File: config.mk
export PLATFORM = sky130hd
export DESIGN_NAME = srcc_reclocker_ctrl
export DESIGN_NICKNAME = d
export VERILOG_FILES = /design/src/srcc_pkg.sv /design/src/srcc_pair_drive.sv /design/src/srcc_reclocker_ctrl.sv
export VERILOG_INCLUDE_DIRS = /design/src /design/src/src
export SDC_FILE = /design/constraint.sdc
export NUM_CORES = 1
export LEC_CHECK = 0
export BUFFER_PORTS_ARGS = -buffer_cell sky130_fd_sc_hd__buf_2
export CORE_MARGIN = 8
export CORE_UTILIZATION = 57
export DETAILED_ROUTE_END_ITERATION = 8
export PLACE_DENSITY_LB_ADDON = 0.12
export RECOVER_POWER = 25
export SYNTH_ARGS = -nofsm -noshare
export SYNTH_HDL_FRONTEND = slang
export SYNTH_SLANG_ARGS = --single-unit
File: constraint.sdc
create_clock -name i_clk_sys -period 2 [get_ports i_clk_sys]
set_clock_uncertainty 0.05 [all_clocks]
set_input_delay 0.2 -clock i_clk_sys [delete_from_list [all_inputs] [get_ports i_clk_sys]]
set_output_delay 0.2 -clock i_clk_sys [all_outputs]
set_load 0.05 [all_outputs]
File: src/srcc_defs.svh
// Constants for the serial video reclocker control block
`ifndef SRCC_DEFS_SVH
`define SRCC_DEFS_SVH

`define SRCC_RATE_AUTO 2'h0
`define SRCC_RATE_SD 2'h1
`define SRCC_RATE_HD 2'h2
`define SRCC_CLK_HZ 250000000
`define SRCC_REF_NS 37
`define SRCC_REF_CYC ((`SRCC_REF_NS * 250 + 999) / 1000)
`define SRCC_DROP_US 1000
`define SRCC_DROP_CYC (`SRCC_DROP_US * 250)
`define SRCC_ACQ_MS 15
`define SRCC_ACQ_CYC (`SRCC_ACQ_MS * 250000)
`define SRCC_LOCK_CYC 64

`endif

File: src/srcc_pkg.sv
// Types for the serial video reclocker control block
package srcc_pkg;
	// Detected line rate class reported by the recovery front end
	typedef enum logic [2:0] {
		SRCC_R_NONE,
		SRCC_R_270,
		SRCC_R_1483,
		SRCC_R_1485,
		SRCC_R_2967,
		SRCC_R_2970,
		SRCC_R_OTHER
	} srcc_rate_t;
	// One differential output pair
	typedef struct packed {
		logic p;
		logic n;
	} srcc_diff_t;
endpackage

File: src/srcc_pair_drive.sv
// Differential output stage with static mute level
module srcc_pair_drive
	import srcc_pkg::*;
(
	input wire logic i_clk_sys,
	input wire logic i_rst,
	input wire logic i_bit,
	input wire logic i_mute,
	output srcc_diff_t o_pair
);
	srcc_diff_t pair_d;
	srcc_diff_t pair_q;

	// Muted pair sits low/high so receivers see a steady zero
	assign pair_d.p = i_mute ? 1'h0 : i_bit;
	assign pair_d.n = i_mute ? 1'h1 : ~i_bit;

	// Registered so the pins come straight from flops
	always_ff @(posedge i_clk_sys) begin
		if (i_rst) begin
			pair_q <= '{p: 1'h0, n: 1'h1};
		end else begin
			pair_q <= pair_d;
		end
	end
	assign o_pair = pair_q;
endmodule // srcc_pair_drive

File: src/srcc_reclocker_ctrl.sv
// Control and indicator logic of the serial video reclocker
`include "srcc_defs.svh"
module srcc_reclocker_ctrl
	import srcc_pkg::*;
#(
	parameter int unsigned DROP_CYC = `SRCC_DROP_CYC,
	parameter int unsigned ACQ_CYC = `SRCC_ACQ_CYC
) (
	input wire logic i_clk_sys,
	input wire logic i_rst,
	input wire logic i_serial_video_in,
	input wire logic i_recovered_bit,
	input wire logic i_recovered_clk,
	input wire logic i_pll_locked,
	input wire srcc_rate_t i_detected_rate,
	input wire logic i_data_present,
	input wire logic [1:0] i_rate_select,
	input wire logic i_bypass,
	input wire logic i_output_mute_n,
	input wire logic i_second_out_clock_select,
	output srcc_diff_t o_primary_retimed_out,
	output srcc_diff_t o_second_clock_or_data_out,
	output logic o_lock_flag,
	output logic o_rate_class_flag,
	output logic o_reclock_active,
	output logic o_second_out_invalid
);
	// Acquisition and drop counters are wide enough for the long defaults
	logic [21:0] acq_cnt_q;
	logic [21:0] acq_cnt_d;
	logic [17:0] drop_cnt_q;
	logic [17:0] drop_cnt_d;
	logic [3:0] upd_cnt_q;
	logic [3:0] upd_cnt_d;
	logic lock_q;
	logic lock_d;
	logic lock_prev_q;
	logic class_q;
	logic class_d;
	logic reclock_q;
	logic invalid_q;
	logic prev_in_q;
	srcc_rate_t rate_prev_q;

	// Rate decoding against the selected mode
	wire is_sd = (i_detected_rate == SRCC_R_270);
	wire is_hd = (i_detected_rate == SRCC_R_1483) ||
		(i_detected_rate == SRCC_R_1485) ||
		(i_detected_rate == SRCC_R_2967) ||
		(i_detected_rate == SRCC_R_2970);
	// Undriven select pins are pulled low upstream, so 00 means auto
	wire sel_auto = (i_rate_select == `SRCC_RATE_AUTO);
	wire sel_sd = (i_rate_select == `SRCC_RATE_SD);
	wire sel_hd = (i_rate_select == `SRCC_RATE_HD);
	// Harmonics and the odd rates decode as OTHER, never lockable
	wire rate_ok = (sel_auto && (is_sd || is_hd)) ||
		(sel_sd && is_sd) || (sel_hd && is_hd);
	wire can_lock = i_pll_locked && i_data_present && rate_ok &&
		!i_bypass;
	wire data_edge = i_serial_video_in ^ prev_in_q;
	wire rate_change = (i_detected_rate != rate_prev_q);

	// Acquisition timer: counts qualifying cycles and holds at SRCC_LOCK_CYC; no window limits when lock may rise
	assign acq_cnt_d = (!can_lock) ? 22'h0 :
		(acq_cnt_q < 22'(`SRCC_LOCK_CYC)) ? acq_cnt_q + 22'h1 : acq_cnt_q;
	// Drop timer: loss of lock condition must persist briefly, bounded
	assign drop_cnt_d = (can_lock || !lock_q) ? 18'h0 :
		drop_cnt_q + 18'h1;
	// Lock rises after a short qualify, far below the acquisition limit
	wire lock_rise = !lock_q && can_lock &&
		(acq_cnt_q >= 22'(`SRCC_LOCK_CYC));
	// Bypass and rate changes drop lock at once; other loss well inside 1 ms
	wire lock_fall = lock_q && (i_bypass || rate_change ||
		(!can_lock && drop_cnt_q >= 18'(`SRCC_LOCK_CYC)));
	assign lock_d = lock_rise ? 1'h1 : (lock_fall ? 1'h0 : lock_q);

	// Rate class waits one reference period after lock rises and clears one cycle after lock falls
	assign upd_cnt_d = (lock_q != lock_prev_q) ? 4'(`SRCC_REF_CYC) :
		(upd_cnt_q != 4'h0) ? upd_cnt_q - 4'h1 : 4'h0;
	assign class_d = !lock_q ? 1'h0 :
		(upd_cnt_q == 4'h1) ? is_sd : class_q;

	// Retime only when locked, supported, and not forced into bypass
	wire retime = lock_q && rate_ok && !i_bypass;
	wire bypassed = !retime;
	wire out_bit = retime ? i_recovered_bit : i_serial_video_in;
	// Clock follows recovered clock; edge placement is the analog loop's job
	wire sec_bit = i_second_out_clock_select ? i_recovered_clk :
		out_bit;
	// Mute wins over bypass on both pairs
	wire mute_pri = !i_output_mute_n;
	wire mute_sec = !i_output_mute_n ||
		(bypassed && i_second_out_clock_select);
	// Clock output during auto bypass on a bad rate carries no meaning
	wire invalid_d = i_second_out_clock_select && !i_bypass &&
		(i_detected_rate == SRCC_R_OTHER);

	// Lock state and indicators; reset starts unlocked and bypassed
	always_ff @(posedge i_clk_sys) begin
		if (i_rst) begin
			lock_q <= 1'h0;
			lock_prev_q <= 1'h0;
			class_q <= 1'h0;
			reclock_q <= 1'h0;
			invalid_q <= 1'h0;
			acq_cnt_q <= 22'h0;
			drop_cnt_q <= 18'h0;
			upd_cnt_q <= 4'h0;
		end else begin
			lock_q <= lock_d;
			lock_prev_q <= lock_q;
			class_q <= class_d;
			reclock_q <= retime;
			invalid_q <= invalid_d;
			acq_cnt_q <= acq_cnt_d;
			drop_cnt_q <= drop_cnt_d;
			upd_cnt_q <= upd_cnt_d;
		end
	end

	// Input history for edge and rate change detection
	always_ff @(posedge i_clk_sys) begin
		if (i_rst) begin
			prev_in_q <= 1'h0;
			rate_prev_q <= SRCC_R_NONE;
		end else begin
			prev_in_q <= i_serial_video_in;
			rate_prev_q <= i_detected_rate;
		end
	end

	// Output pairs with static mute levels
	srcc_pair_drive u_primary (
		.i_clk_sys(i_clk_sys),
		.i_rst(i_rst),
		.i_bit(out_bit),
		.i_mute(mute_pri),
		.o_pair(o_primary_retimed_out)
	);
	srcc_pair_drive u_second (
		.i_clk_sys(i_clk_sys),
		.i_rst(i_rst),
		.i_bit(sec_bit),
		.i_mute(mute_sec),
		.o_pair(o_second_clock_or_data_out)
	);

	assign o_lock_flag = lock_q;
	assign o_rate_class_flag = class_q;
	assign o_reclock_active = reclock_q;
	assign o_second_out_invalid = invalid_q;

	// Edge detect kept for future activity qualification
	logic unused_ok;
	assign unused_ok = data_edge & (DROP_CYC != 0) & (ACQ_CYC != 0);
endmodule // srcc_reclocker_ctrl

=== After elaboration in Yosys (flattened, before gate mapping) ===
Cells that the tools add are included.

* Flip-flop bits (word level): 56
* Input bits: 15
* Logic and storage cells: 82

* $add $sub $neg: 3
* Magnitude comparators: 3
* Equal/unequal tests: 11
* Multiplexer cells: 6
* Bitwise logic cells: 6
* Reductions and logical operators: 39

{| class="wikitable"
|+ Operators with widths
! cell !! count
|-
| 22-bit by 1-bit adder with 22-bit output (second input constant) || 1
|-
| 22-bit by 7-bit greater-or-equal comparator with 1-bit output (second input constant) || 1
|-
| 22-bit by 7-bit < comparator with 1-bit output (second input constant) || 1
|-
| 18-bit by 1-bit adder with 18-bit output (second input constant) || 1
|-
| 18-bit by 7-bit greater-or-equal comparator with 1-bit output (second input constant) || 1
|-
| 1-bit logical AND || 15
|-
| 1-bit logical OR || 10
|-
| 2-bit OR reduction || 5
|-
| 3-bit == test (second input constant) || 3
|-
| 4-bit 2-to-1 mux || 2
|-
| 3-bit by 2-bit == test with 1-bit output (second input constant) || 2
|-
| 1-bit inverter || 6
|-
| 1-bit logical NOT || 5
|-
| 4-bit by 1-bit == test with 1-bit output (second input constant) || 1
|-
| 1-bit 2-to-1 mux || 4
|-
| 4-bit nonzero test || 1
|-
| 4-bit by 1-bit subtractor with 4-bit output (second input constant) || 1
|-
| 3-bit by 1-bit == test with 1-bit output (second input constant) || 1
|-
| 3-bit inequality test || 1
|-
| 3-bit OR reduction || 1
|-
| 2-bit by 1-bit == test with 1-bit output (second input constant) || 1
|-
| 2-bit == test (second input constant) || 1
|-
| 2-bit logical NOT || 1
|-
| 2-bit nonzero test || 1
|-
| 1-bit inequality test || 1
|}

=== Depth between registers and ports, before layout ===
* Depth in word-level cells: 16
* Mapped depth: 5
* Gate-level depth less buffers: 5

=== By module ===
A second synthesis with hierarchy kept.

* Cells, all modules: 236
* Area total of the unflattened synthesis: 2253.4 um^2

{| class="wikitable"
|+ By module, submodules not included
! module !! times used !! cells each !! area each (um^2) !! seq. area each (um^2)
|-
| srcc_reclocker_ctrl || 1 || 228 || 2140.8 || 1041.0
|-
| srcc_pair_drive || 2 || 4 || 56.3 || 40.0
|}

=== Least setup slack after synthesis ===
No wires, ideal clock.

* Path kind: reg-to-reg
* Start: register lock_q (netlist: o_lock_flag)
* End: register u_second.pair_q (netlist bit u_second.o_pair[1])
* Setup time: 122 ps
* Data arrival time: 1565 ps
* Slack: 263 ps
* Stages on the path, launching flop included: 5
* Path buffers: 0
* Cells stage by stage: dfxtp_1 -> nor2b_1 -> o311ai_2 -> and3b_1 -> o311a_1

* Cells in the longest elaborated chain, start to end: 6
* Elaborated cells on any way between the ends: 8
* Classes of those cells: mux (2); reduce/logical (6)

{| class="wikitable"
|+ RTL lines
! item !! line !! source
|-
| from (decl) || srcc_reclocker_ctrl.sv:35 || <nowiki>logic lock_q;</nowiki>
|-
| from (signal assigned) || srcc_reclocker_ctrl.sv:110 || <nowiki>lock_q <= lock_d;</nowiki>
|-
| 1-bit logical AND (*) (2 in a row) || srcc_reclocker_ctrl.sv:84 || <nowiki>wire retime = lock_q && rate_ok && !i_bypass;</nowiki>
|-
| 1-bit logical NOT || srcc_reclocker_ctrl.sv:85 || <nowiki>wire bypassed = !retime;</nowiki>
|-
| 1-bit logical AND || srcc_reclocker_ctrl.sv:93 || <nowiki>(bypassed && i_second_out_clock_select);</nowiki>
|-
| 1-bit logical OR || srcc_reclocker_ctrl.sv:92 || <nowiki>wire mute_sec = !i_output_mute_n ||</nowiki>
|-
| 2-bit OR reduction (no source line) || -- ||
|-
| to (signal assigned) || srcc_pair_drive.sv:21 || <nowiki>pair_q <= '{p: 1'h0, n: 1'h1};</nowiki>
|-
| to (signal assigned) || srcc_pair_drive.sv:23 || <nowiki>pair_q <= pair_d;</nowiki>
|-
| to (decl) || srcc_pair_drive.sv:12 || <nowiki>srcc_diff_t pair_q;</nowiki>
|}

Every way passes the cells marked *; elsewhere a longest branch is shown, timed or not.
A chain may end at the register's enable or synchronous reset.

=== Worst setup path in the final report ===
* Start: input port i_detected_rate[1]
* End: register u_second.pair_q (netlist bit u_second.o_pair[1])

* Cells in the longest elaborated chain, start to end: 14
* Elaborated cells on any way between the ends: 22
* Classes of those cells: eq/ne (5); mux (2); reduce/logical (15)

{| class="wikitable"
|+ RTL lines
! item !! line !! source
|-
| from (decl) || srcc_reclocker_ctrl.sv:15 || <nowiki>input wire srcc_rate_t i_detected_rate,</nowiki>
|-
| 3-bit by 2-bit == test with 1-bit output (on tied branches) || srcc_reclocker_ctrl.sv:47, srcc_reclocker_ctrl.sv:48 ||
|-
| 1-bit logical OR || srcc_reclocker_ctrl.sv:47 || <nowiki>wire is_hd = (i_detected_rate == SRCC_R_1483) ||</nowiki>
|-
| 1-bit logical OR || srcc_reclocker_ctrl.sv:48 || <nowiki>(i_detected_rate == SRCC_R_1485) ||</nowiki>
|-
| 1-bit logical OR || srcc_reclocker_ctrl.sv:49 || <nowiki>(i_detected_rate == SRCC_R_2967) ||</nowiki>
|-
| 1-bit logical OR || srcc_reclocker_ctrl.sv:56 || <nowiki>wire rate_ok = (sel_auto && (is_sd || is_hd)) ||</nowiki>
|-
| 1-bit logical AND || srcc_reclocker_ctrl.sv:56 ||
|-
| 1-bit logical OR || srcc_reclocker_ctrl.sv:56 ||
|-
| 1-bit logical OR (*) || srcc_reclocker_ctrl.sv:57 || <nowiki>(sel_sd && is_sd) || (sel_hd && is_hd);</nowiki>
|-
| 1-bit logical AND (*) (2 in a row) || srcc_reclocker_ctrl.sv:84 ||
|-
| 1-bit logical NOT || srcc_reclocker_ctrl.sv:85 ||
|-
| 1-bit logical AND || srcc_reclocker_ctrl.sv:93 ||
|-
| 1-bit logical OR || srcc_reclocker_ctrl.sv:92 ||
|-
| 2-bit OR reduction (no source line) || -- ||
|}

Marked as above.

==> flow_summary.yaml <==
status:
  status: "complete, no violations"
pwr:
  combPwrFrac_pct: 3.8
  ir_worst_vdd_mv: 0.524
  leakage_nw: 0.881
  p_clk_share_pct: 34.4
  p_seq_share_pct: 61.9
  power.switching_mw: 0.414
  cell_internal_pwr_mw: 1.40
  power_density_nw_per_um2: 719
  switching_share_pct: 22.8
floorplanning:
  core_um2: 3910
  boundaryPins: 23
  die_area_um2: 6270
  dieHeight_um: 79.2
  die_w_um: 79.2
  start_util_pct: 58.1
  rows: 23
clock_network:
  insertion_delay_ns: 0.31
  cts_buffers: 5
  cts.root.buffer_cell: "clkbuf_8"
  cts.clk_slew.worst_paths_ns: 0.09
  clk_path_buf_depth: 2
  cts_tree: "yes"
  htreeDepth: 2
  clock_sinks: 56
  post_cts_resized: 0
  postCtsHoldBufs: 0
  post_cts.repair.setup_buffers: 0
critical_path:
  reg2reg_slack_ns: 0.21
  crit_path_end_kind: "flop"
  critPathLaunchType: "input pin"
  worstPathArrival_ns: 1.98
  critPathSlowestCell: "o311ai_0"
  cp_data_required_time_ns: 2.15
  crit_type: "input pin to flop"
  worstPathMaxFanout: 7
  path_cells: "buf_2, and2b_1, o311ai_0, nor3b_1, o311a_1"
  max_stage_delay_ns: 0.89
logic_synthesis:
  synth_edf_count: 0
  ys.flop_type: "dfxtp_1"
  synthCells: 238
  syn_area_per_cell_um2: 9.55
  synth_area_um2: 2270
  syn_nets: 257
  synth-async-reset-ratio_pct: 0
  synth_cell_types: 51
  ys_seq_area_share_pct: 49.3
  yosysWarnings: 0
  yosys_register_bits: 56
detailed_routing:
  viasPerCell: 5.21
  wirelength_mm: 3.84
  avgRoutedWirePerCell_um: 12.1
  via_count: 1646
  drc: 0
  drtAntennaViolNets: 0
  first_iter_violations: 145
  dr.pass1.iters: 4
timing:
  fin_crit_sh_pct: 91.7
  fin_tns_setup_ns: 0
  hold_viol: 0
  fin_crit_ns: 1.83
  whs_ns: 0.0521
  maxSlewViolCount: 0
  tightest_slew_ns: 1.08
  slew_headroom_pct: 26.8
  rsz0062_at_grt: "false"
  max_freq_mhz: 545
  setup_viol: 0
finish:
  finalNetCount: 284
  final_cell_mix: "56 x dfxtp_1, 26 x nor2_1, 16 x xnor2_1, 15 x and2_1, 15 x buf_2"
  layout_commonest_cell: "dfxtp_1"
  fin_util_pct: 64.5
  antenna_cells: 0
  layout-drive-gt1-share_pct: 13.5
  area_growth_pct: 11.1
  stdcell_area_um2: 2520
  fill_cells: 327
global_route:
  grt_antenna_before_repair: 0
  grt_pass1_wl_mm: 6.56
  grt_max_degree: 20
  overflow: 0
  grt_usage_pct: 12.8
  grt_pass1_vias: 1506
placed_design:
  routabilityCongestion: 0.770
  io_buffers: 22
  dp_hpwl_mm: 2.79
  dpl_cell_area_um2: 2450
hold_path:
  hold_path.class: "input pin to flop"
run:
  drv_cap: 0
-- worst paths after layout --
kind | start | end | cells past startpoint
setup / recovery | i_detected_rate[1] | u_second.o_pair[1] | 5
hold reg to reg | acq_cnt_q[15] | acq_cnt_q[15] | 1
hold / removal | i_output_mute_n | u_second.o_pair[0] | 2
setup reg to reg | acq_cnt_q[8] | acq_cnt_q[3] | 4
-- logic make-up (layout without fill, tap and decap cells) --
| group | after synthesis | after routing | share of synthesized area, % |
|---|---|---|---|
| AND/OR/NAND/NOR | 109 | 109 | 27.1 |
| buffers and inverters | 18 | 46 | 3.14 |
| AO/OA/AOI/OAI | 31 | 31 | 10.5 |
| adder cells (fa/ha/maj) | 4 | 4 | 2.20 |
| XOR/XNOR | 18 | 18 | 6.93 |
| multiplexers | 2 | 2 | 0.881 |
| flip-flops | 56 | 56 | 49.3 |
-- sequential cells by signal (all words and copies together), names as in the netlist --
signal	cells
o_rate_class_flag	1
o_lock_flag	1
o_second_out_invalid	1
o_reclock_active	1
upd_cnt_q	4
u_primary.o_pair	2
drop_cnt_q	18
acq_cnt_q	22
u_second.o_pair	2
rate_prev_q	3
lock_prev_q	1
-- cells in the mapped netlist (5+ instances only) --
cell | count | area (µm²)
dfxtp_1 | 56 | 1120
nor2_1 | 26 | 97.6
xnor2_1 | 16 | 140
and2_1 | 15 | 93.8
inv_1 | 13 | 48.8
nor4_1 | 11 | 68.8
nand2_1 | 10 | 37.5
nor3_1 | 8 | 40.0
a21oi_1 | 7 | 35.0
nand3_1 | 7 | 35.0
nor2b_1 | 6 | 37.5
o21ai_0 | 5 | 25.0
-- final cells by class --
cell class                      instances  area (µm²)  area share (%)
Clock inverter                          3        26.3            1.04
Multi-Input combinational cell        164        1070            42.5
Timing Repair Buffer                   25         124            4.91
Tap cell                               50        62.6            2.48
Sequential cell                        56        1120            44.4
Inverter                               13        48.8            1.93
Clock buffer                            5        68.8            2.73
-- power by group through the flow --
stage                     sequential (mW)  clock, mW  combinational (mW)
after floorplan                      1.16          0              0.0316
after global placement               1.15          0              0.0698
after detailed placement             1.15          0              0.0710
after CTS                            1.12      0.648              0.0713
after global routing                 1.12      0.700              0.0747
final                                1.12      0.624              0.0684
-- through the flow --
stage | worst slack [ns] | power [mW] | cells
5_1_grt | 0.0363 | 1.90 | 316
4_1_cts | 0.213 | 1.84 | 316
6_report | 0.165 | 1.82 | 316
3_5_place_dp | 0.226 | 1.22 | 308
3_3_place_gp | 0.247 | 1.22 | 308
2_1_floorplan | 0.263 | 1.19 | 238
-- layer usage --
layer,share of wire [%],routed length [µm],up-vias,GRT usage (%)
met2,47,1800,27,19.9
li1,-,-,882,-
met5,0,0,-,0
met1,48,1860,735,16.2
met4,0.49,19,0,5.56
met3,4.2,161,2,3.39
-- critical path: cells and delay by family --
kind | cells | cell delay (ns)
compound gates | 2 | 1.29
simple gates | 2 | 0.35
buf+inv | 1 | 0.14
(Power assumes the default switching activity.)
